$ cat src/inc/istr_defines.svh
// Purpose: constants for the tuning register bank
// Assumes: 8-bit registers addressed by a 6-bit register index
// Notes:   included by the design module and the bench
`ifndef ISTR_DEFINES_SVH
`define ISTR_DEFINES_SVH
`define ISTR_OFF_TC_FIRST   6'h02
`define ISTR_OFF_TC_SECOND  6'h03
`define ISTR_OFF_DIG_CONV   6'h04
`define ISTR_RST_TC_FIRST   8'h90
`define ISTR_RST_TC_SECOND  8'ha0
`define ISTR_RST_DIG_CONV   8'h03
`define ISTR_FIRST_CAP_MSB  7
`define ISTR_FIRST_CAP_LSB  6
`define ISTR_FIRST_RSV_BIT  5
`define ISTR_FIRST_RES_MSB  4
`define ISTR_DIG_FLOOR_MSB  7
`define ISTR_DIG_FLOOR_LSB  4
`define ISTR_DIG_RSV_BIT    3
`define ISTR_DIG_PER_MSB    2
// Resistance bases and step in ohms, and the base period count
`define ISTR_FIRST_RES_BASE_OHM  32'd417000
`define ISTR_SECOND_RES_BASE_OHM 32'd835000
`define ISTR_R_STEP_OHM     32'd12770
`define ISTR_PER_BASE       16'h0060
`endif

$ cat src/inc/istr_pkg.sv
// Purpose: types for the tuning register bank
// Assumes: nothing beyond the defines header
// Notes:   holds types only
package istr_pkg;
  typedef struct packed {
    logic       wr_en;
    logic       rd_en;
    logic [5:0] addr;
    logic [7:0] wdata;
  } istr_req_t;
  typedef struct packed {
    logic [1:0] first_constant_capacitance;
    logic [4:0] first_constant_resistance;
    logic [1:0] second_constant_capacitance;
    logic [5:0] second_constant_resistance;
    logic [3:0] sensor_floor_frequency_code;
    logic [2:0] conversion_period_select;
  } istr_cfg_t;
  typedef enum logic [1:0] {
    ISTR_IDLE = 2'b00,
    ISTR_RESP = 2'b01
  } istr_state_t;
endpackage

$ cat src/rtl/istr_regs.sv
// Purpose: three read/write tuning registers of an inductive sensor converter
// Assumes: register port framing is decoded elsewhere into one-cycle strobes
// Notes:   rd_data and rd_valid follow a read strobe by one cycle
`timescale 1ns/100ps
`include "istr_defines.svh"
module istr_regs (
  input  wire logic                core_clk,
  input  wire logic                rst,
  input  wire logic                clk_en,
  input  wire istr_pkg::istr_req_t req,
  output logic [7:0]               rd_data,
  output logic                     rd_valid,
  output istr_pkg::istr_cfg_t      cfg,
  output logic [3:0]               first_cap_quarter_pf,
  output logic [4:0]               second_cap_pf_div3,
  output logic [15:0]              periods_per_conversion
);
  logic [7:0]            tc_first_reg;
  logic [7:0]            tc_second_reg;
  logic [7:0]            dig_conv_reg;
  istr_pkg::istr_state_t state_reg;

  // Decode of a write to one register index, used three times
  function automatic logic hit(input istr_pkg::istr_req_t r, input logic [5:0] off);
    hit = r.wr_en && (r.addr == off);
  endfunction

  // One-hot capacitance multiple, code n gives 2**n units
  function automatic logic [4:0] cap_mult(input logic [1:0] code);
    cap_mult = 5'h01 << code;
  endfunction

  // First time-constant register, every bit stored as written
  always_ff @(posedge core_clk or posedge rst) begin
    if (rst) begin
      tc_first_reg <= `ISTR_RST_TC_FIRST;
    end else if (clk_en && hit(req, `ISTR_OFF_TC_FIRST)) begin
      tc_first_reg <= req.wdata;
    end
  end

  // Second time-constant register
  always_ff @(posedge core_clk or posedge rst) begin
    if (rst) begin
      tc_second_reg <= `ISTR_RST_TC_SECOND;
    end else if (clk_en && hit(req, `ISTR_OFF_TC_SECOND)) begin
      tc_second_reg <= req.wdata;
    end
  end

  // Conversion config; spare bit kept so reads echo writes
  always_ff @(posedge core_clk or posedge rst) begin
    if (rst) begin
      dig_conv_reg <= `ISTR_RST_DIG_CONV;
    end else if (clk_en && hit(req, `ISTR_OFF_DIG_CONV)) begin
      dig_conv_reg <= req.wdata;
    end
  end

  // Read port, unmapped indices return zero
  always_ff @(posedge core_clk or posedge rst) begin
    if (rst) begin
      rd_data   <= 8'h00;
      rd_valid  <= 1'b0;
      state_reg <= istr_pkg::ISTR_IDLE;
    end else if (clk_en) begin
      rd_valid <= req.rd_en;
      case (state_reg)
        istr_pkg::ISTR_IDLE: begin
          if (req.rd_en) begin
            state_reg <= istr_pkg::ISTR_RESP;
          end
        end
        istr_pkg::ISTR_RESP: begin
          if (!req.rd_en) begin
            state_reg <= istr_pkg::ISTR_IDLE;
          end
        end
        default: begin
          state_reg <= istr_pkg::ISTR_IDLE;
        end
      endcase
      if (req.rd_en) begin
        case (req.addr)
          `ISTR_OFF_TC_FIRST:  rd_data <= tc_first_reg;
          `ISTR_OFF_TC_SECOND: rd_data <= tc_second_reg;
          `ISTR_OFF_DIG_CONV:  rd_data <= dig_conv_reg;
          default:             rd_data <= 8'h00;
        endcase
      end
    end
  end

  // Field outputs registered so the analogue side sees clean levels
  always_ff @(posedge core_clk or posedge rst) begin
    if (rst) begin
      cfg                    <= '0;
      first_cap_quarter_pf   <= 4'h0;
      second_cap_pf_div3     <= 5'h00;
      periods_per_conversion <= 16'h0000;
    end else if (clk_en) begin
      cfg.first_constant_capacitance <=
        tc_first_reg[`ISTR_FIRST_CAP_MSB:`ISTR_FIRST_CAP_LSB];
      cfg.first_constant_resistance <= tc_first_reg[`ISTR_FIRST_RES_MSB:0];
      cfg.second_constant_capacitance <= tc_second_reg[7:6];
      cfg.second_constant_resistance <= tc_second_reg[5:0];
      cfg.sensor_floor_frequency_code <=
        dig_conv_reg[`ISTR_DIG_FLOOR_MSB:`ISTR_DIG_FLOOR_LSB];
      cfg.conversion_period_select <= dig_conv_reg[`ISTR_DIG_PER_MSB:0];
      // Units of 0.75 pF: 1,2,4,8 -> 0.75..6.0 pF, four bits so 6.0 pF does not wrap
      first_cap_quarter_pf <= 4'(cap_mult(tc_first_reg[7:6]));
      // Units of 3 pF: 1,2,4,8 -> 3..24 pF
      second_cap_pf_div3 <= cap_mult(tc_second_reg[7:6]);
      // Reserved codes below 010 yield zero rather than a bogus period
      if (dig_conv_reg[2:1] == 2'b00) begin
        periods_per_conversion <= 16'h0000;
      end else begin
        periods_per_conversion <=
          `ISTR_PER_BASE << (dig_conv_reg[2:0] - 3'h1);
      end
    end
  end
endmodule

$ cat config.mk
export PLATFORM = sky130hd
export DESIGN_NAME = istr_regs
export DESIGN_NICKNAME = d
export VERILOG_FILES = /design/src/inc/istr_pkg.sv /design/src/rtl/istr_regs.sv
export VERILOG_INCLUDE_DIRS = /design/src /design/src/inc
export SDC_FILE = /design/constraint.sdc
export NUM_CORES = 1
export LEC_CHECK = 0
export ABC_AREA = 1
export ABC_CLOCK_PERIOD_IN_PS = 2100
export BUFFER_PORTS_ARGS = -buffer_cell sky130_fd_sc_hd__buf_2
export CAP_MARGIN = 20
export CORE_ASPECT_RATIO = 0.9
export CORE_MARGIN = 2
export CORE_UTILIZATION = 43
export CTS_CLUSTER_SIZE = 14
export DETAILED_ROUTE_END_ITERATION = 10
export GPL_TIMING_DRIVEN = 1
export PLACE_DENSITY = 0.69
export SKIP_LAST_GASP = 1
export SYNTH_ARGS = -nofsm -noshare
export SYNTH_HDL_FRONTEND = slang
export SYNTH_SLANG_ARGS = --single-unit
$ cat constraint.sdc
create_clock -name core_clk -period 2.1 [get_ports core_clk]
set_input_delay 0.105 -clock core_clk [delete_from_list [all_inputs] [get_ports core_clk]]
set_output_delay 0.105 -clock core_clk [all_outputs]
set_load 0.02 [all_outputs]
# == Yosys cells after proc, flatten, opt, wreduce, memory -nomap -nowiden ==
# Index checks and enable logic that the tools add are counted.
# op_classes
addsub,1
eq_ne,3
shift,3
n_mux,2
reduce_logical,8
# ops
operator,count
$pmux W8 S3,1
$mux W16,1
$shl A7 B3 Y16 const A,1
$eq A6 B2 Y1 const B,2
$eq A6 B3 Y1 const B,1
$logic_and A1 B1 Y1,6
$shl A1 B2 Y5 const A,1
$shl A1 B2 Y4 const A,1
$sub A3 B1 Y3 const B,1
$logic_not A2 Y1,1
$reduce_and A2 Y1,1
# word_totals
register_bits,80
input_bits,19
out_inout_bits,56
word_cells,31

# == Logic depth before layout (Yosys ltp) ==
# logic_depth
depth_word,3
depth_mapped,7
depth_no_buf,7

# == Worst setup path before layout ==
# No wires, ideal clock.
# synth_timing
kind,register to register
from,reg dig_conv_reg[0]
to,reg periods_per_conversion[9]
arrival_ps,1313
required_time_ps,1970
setup_slack_ps,657
path_stages_with_launch,7
n_path_buf,0
cell_sequence,dfstp_2 inv_1 ha_1 xnor2_1 inv_1 nand3_1 o211ai_1
# synth_between
elab_chain_len,3
# synth_rtl
element,line_no,source
from (decl),istr_regs.sv:20,logic [7:0] dig_conv_reg;
from (signal assigned),istr_regs.sv:54,dig_conv_reg <= `ISTR_RST_DIG_CONV;
from (signal assigned),istr_regs.sv:56,dig_conv_reg <= req.wdata;
$sub A3 B1 Y3,istr_regs.sv:119,`ISTR_PER_BASE << (dig_conv_reg[2:0] - 3'h1);
$shl A7 B3 Y16 (no line),--,
$mux W16,istr_regs.sv:115,if (dig_conv_reg[2:1] == 2'b00) begin
to (signal assigned),istr_regs.sv:118,periods_per_conversion <=
to (decl),istr_regs.sv:16,output logic [15:0] periods_per_conversion
# Every way passes these cells.
# A chain may end at the register's enable or synchronous reset.

# == Worst setup path in the final report ==
# layout_timing
from,reg dig_conv_reg[0]
to,reg periods_per_conversion[11]
# The elaborated chain is that of the path after synthesis.

==> key figures <==
Status
  – Status: finished, final reports clean

Timing
  – Max Clk Rate: slightly above 600 MHz
  – Number of hold violations in the final report: 0
  – Time the worst path needs with I/O delays and setup: around 1.6 ns
  – Total Neg Setup Slack: 0 ns
  – Portion of the clock cycle consumed by the worst path in the final layout: 78.2%
  – Maximum clock skew at final layout: approximately 0.0073 ns
  – Rel. slew slack: ~56%
  – Worst setup slack after layout: about 0.46 ns
  – Worst hold slack after final layout: around 0.032 ns
  – Finish-stage setup viols: 0
  – Slew Viols, Final: 0
  – Transition time at the pin with the least slew margin: about 0.66 ns
  – Unrepaired setup endpoints after global routing: false

Final layout
  – Share of cells above drive strength 1: roughly 25%
  – Top flop regs: cfg: 22 flops, periods_per_conversion: 9 flops
  – Flip-flop count of the largest register after layout: 22
  – Register area: 1810 µm²
  – Largest register by flop count: cfg
  – Layout Area Growth over Synthesis: 21.5%
  – Total of fill cells in the finished design: about 650
  – Multi-input gate area in the final layout: 1110 µm²
  – Final nets: about 450
  – Number of diodes added for antenna fixing: 0

Floorplanning
  – Boundary pin count: between 70 and 80
  – Overall die height: approximately 85 µm
  – Floorplan die area: 7970 µm²
  – Starting density of the core: 44.4%
  – Area inside the core boundary: around 7000 µm²
  – Die Wd: around 94 µm
  – # rows: 29

Min path
  – Class of the most critical hold timing path: input pin to flip-flop

Yosys
  – Post-Synth XOR/XNOR Area: less than 1%
  – Multiplexer share of the synthesized area: 0%
  – Post-Syn Area per Cell: 8.98 µm²
  – Post-Syn Instances: 348
  – Post-synthesis compound-gate area fraction: approximately 7.6%
  – Cell area after synthesis: 3130 µm²
  – Post-synthesis share of cell area spent on and, or, nand and nor gates: 25.2%
  – Number of register bits inferred by synthesis: 72
  – Yosys warnings: 0
  – Combinational family with the most area after synthesis: simple AND/OR/NAND/NOR gates
  – Arithmetic-cell share of the synthesized area counting full adders, half adders and majority gates: ~1.2%
  – Fraction of the yosys area taken by sequential cells: 57.9%
  – Distinct cells, synth: 25

Job
  – Max-cap violations: 0

Global routing
  – Most crowded layer after global routing: met2
  – Wire length of the first global-routing pass: 11500 µm
  – GR Layer Usage met2: between 20% and 30%
  – Met1 global-route usage: between 20 and 30%
  – Number of antenna violations at the first check in global routing: 0
  – Total global routing track utilization: 18.6%
  – Congestion Overflow GR: 0
  – Maximum number of pins on one net before global-route repair: between 70 and 80
  – Met3 global-route usage: between 4 and 5%
  – Number of global-route vias before repair: roughly 2.4k

Setup path
  – CP arrival: 1.86 ns
  – Critical path required time: approximately 2.3 ns
  – Most common cell type on the critical path: sky130_fd_sc_hd__inv_1
  – Crit path buf inv count: 2
  – CP endpoint kind: flip-flop
  – Cell with the biggest individual delay on the critical path: sky130_fd_sc_hd__dfstp_2
  – Critical path startpoint category: flip-flop
  – Delay-heaviest family, CP: flip-flops
  – CP cell instances: inv_1 > ha_1 > xnor2_1 > inv_1 > nand2_1 > o21ai_0
  – Max Fanout on Critical Path: 5
  – Worst path max stage delay: ~0.59 ns
  – Category of the critical setup timing path: flip-flop to flip-flop

CTS
  – Buffer levels on the longest clock path: 2
  – Clock Pin Slew Worst Setup and Hold Paths: about 0.080 ns
  – Hold-fix buffers at CTS: 7
  – Source-to-sink clock delay at the later pin of the worst-skew pair: 0.34 ns
  – Clock buffers created by TritonCTS: 9
  – PostCTS Resize Cnt: 0
  – Root Buffer Master: sky130_fd_sc_hd__clkbuf_8
  – H-Tree Level Count: 3
  – CTS sink count: 72
  – CTS tree: done
  – Post-CTS setup buffers: 0

Pwr
  – Switching power: slightly above 900 µW
  – Clk network pwr share: 35.2%
  – Part of the total power dissipated in sequential elements: about half
  – Lkg Pwr: 0.00204 µW
  – Overall power after layout: ~3200 µW
  – Maximum resistive drop on vdd: 0.283 mV
  – Internal portion of total power: 2240 µW
  – Net switching fraction of the power: 29.1%
  – Power density normalized to cell area: between 800 and 900 nW/µm²
  – Part of the power in combinational logic: about 15%

Placed design
  – Worst-case setup slack after placement: roughly 0.47 ns
  – Total half-perimeter wirelength after legalization and detailed placement: just under 5000 µm
  – GPL Wtd Cong: about 0.86
  – Count of buffers from port buffering: 66

Route
  – DRC viols: 0
  – Vias per std cell: between 4 and 5
  – Drt initial violations: 192
  – Total detailed-routing wirelength: between 6000 and 7000 µm
  – Number of nets with antenna violations after routing: 0
  – Via count of the routed design: 2515
  – Average detailed-routed wire length per instance: between 10 and 15 µm
  – Number of detailed-route iterations in the first pass: 5
==> cell families after synthesis <==
kind of cell,Yosys count
AND/OR/NAND/NOR,174
adder cells (fa/ha/maj),3
buffers and inverters,49
AO/OA/AOI/OAI,47
flip-flops,72
other,1
XOR/XNOR,2
==> layout by cell type, fill, tap and decap left out <==
cell type                       netlist  routed
sky130_fd_sc_hd__buf_12               0       1
sky130_fd_sc_hd__inv_1               25      24
sky130_fd_sc_hd__nand4_4              1       1
sky130_fd_sc_hd__clkinv_2             0       1
sky130_fd_sc_hd__nand2_2              1       1
sky130_fd_sc_hd__clkbuf_8             0      10
sky130_fd_sc_hd__dfrtp_1             66      66
sky130_fd_sc_hd__o21ai_0             26      26
sky130_fd_sc_hd__inv_2                2       3
sky130_fd_sc_hd__nand3_1             11      11
sky130_fd_sc_hd__clkinv_1             1       1
sky130_fd_sc_hd__bufinv_16            0       1
sky130_fd_sc_hd__nor2_4               3       3
sky130_fd_sc_hd__nand2_1            132     132
sky130_fd_sc_hd__a21oi_1              2       2
sky130_fd_sc_hd__o211ai_1             1       1
sky130_fd_sc_hd__xnor2_1              2       2
sky130_fd_sc_hd__nor2_2               3       3
sky130_fd_sc_hd__inv_6                0       1
sky130_fd_sc_hd__dfstp_2              6       6
sky130_fd_sc_hd__clkinv_4             0       1
sky130_fd_sc_hd__clkinvlp_4           0       2
sky130_fd_sc_hd__nand4_1             22      22
sky130_fd_sc_hd__buf_4                8       4
sky130_fd_sc_hd__dlygate4sd3_1        0       7
sky130_fd_sc_hd__buf_2                3      66
sky130_fd_sc_hd__ha_1                 3       3
sky130_fd_sc_hd__o21ai_1             18      18
sky130_fd_sc_hd__nor3b_4              1       1
sky130_fd_sc_hd__conb_1               1       8
==> per-stage QoR <==
step,util (%),std cells,instance area (µm²)
after CTS,53.9,521,3800
after global placement,50.0,498,3520
final,53.9,521,3800
after detailed placement,50.0,498,3520
after global routing,53.9,521,3800
after floorplan,-,355,3150
==> worst min-delay path: cells and delay by family <==
family	cells	cell delay, ns
buf+inv	1	0.10
simple gates	1	0.06
compound gates	1	0.06
==> layer usage <==
metal  share of wire (%)  routed length, µm
met1                  46               3170
met2                  48               3310
met3                 5.3                366
met4                 1.2                 85
met5                   0                  0
==> cells in the mapped netlist <==
master                     count  area share (%)
sky130_fd_sc_hd__nand2_2       1            0.20
sky130_fd_sc_hd__inv_1        25             3.0
sky130_fd_sc_hd__buf_2         3            0.48
sky130_fd_sc_hd__dfrtp_1      66              53
sky130_fd_sc_hd__clkinv_1      1            0.12
sky130_fd_sc_hd__xnor2_1       2            0.56
sky130_fd_sc_hd__dfstp_2       6             5.0
sky130_fd_sc_hd__o21ai_1      18             2.9
sky130_fd_sc_hd__ha_1          3             1.2
sky130_fd_sc_hd__buf_1         4            0.48
sky130_fd_sc_hd__o211ai_1      1            0.24
sky130_fd_sc_hd__buf_4         8             1.9
sky130_fd_sc_hd__o21ai_0      26             4.2
sky130_fd_sc_hd__nor3b_4       1            0.60
sky130_fd_sc_hd__nand4_1      22             4.4
sky130_fd_sc_hd__a21oi_1       2            0.32
sky130_fd_sc_hd__nand2_1     132              16
sky130_fd_sc_hd__buf_6         2            0.72
sky130_fd_sc_hd__inv_2         2            0.24
sky130_fd_sc_hd__clkbuf_1      4            0.48
sky130_fd_sc_hd__nand3_1      11             1.8
sky130_fd_sc_hd__nor2_4        3             1.1
sky130_fd_sc_hd__conb_1        1            0.12
sky130_fd_sc_hd__nor2_2        3            0.60
sky130_fd_sc_hd__nand4_4       1            0.68
==> power by group through the flow <==
stage | Sequential [µW] | Combinational, µW | Clock, µW
2_1_floorplan | 1690 | 223 | 0
4_1_cts | 1590 | 469 | 1150
3_3_place_gp | 1610 | 449 | 0
5_1_grt | 1600 | 518 | 1210
6_report | 1590 | 463 | 1110
3_5_place_dp | 1620 | 457 | 0
==> final timing paths <==
| kind | depth (start not counted) | start | to | slack [ns] |
|---|---|---|---|---|
| max reg2reg | 6 | dig_conv_reg[0] | periods_per_conversion[11] | 0.46 |
| max | 6 | dig_conv_reg[0] | periods_per_conversion[11] | 0.46 |
| min in group asynchronous | 4 | rst | cfg[13] | 0.36 |
| max in group asynchronous | 4 | rst | tc_second_reg[5] | 1.36 |
| min reg2reg | 2 | cfg[5] | cfg[5] | 0.47 |
| min | 3 | req[6] | tc_first_reg[6] | 0.03 |
==> final cells by class <==
class / count / area share, %
timing repair buffer: 78 / 11.9
inverter: 28 / 2.77
tap: 93 / 3.07
clock buffer: 10 / 3.63
clock inverter: 6 / 1.78
multi-input combinational: 234 / 29.2
sequential: 72 / 47.7
No activity file was read; power rests on OpenSTA's default activity.
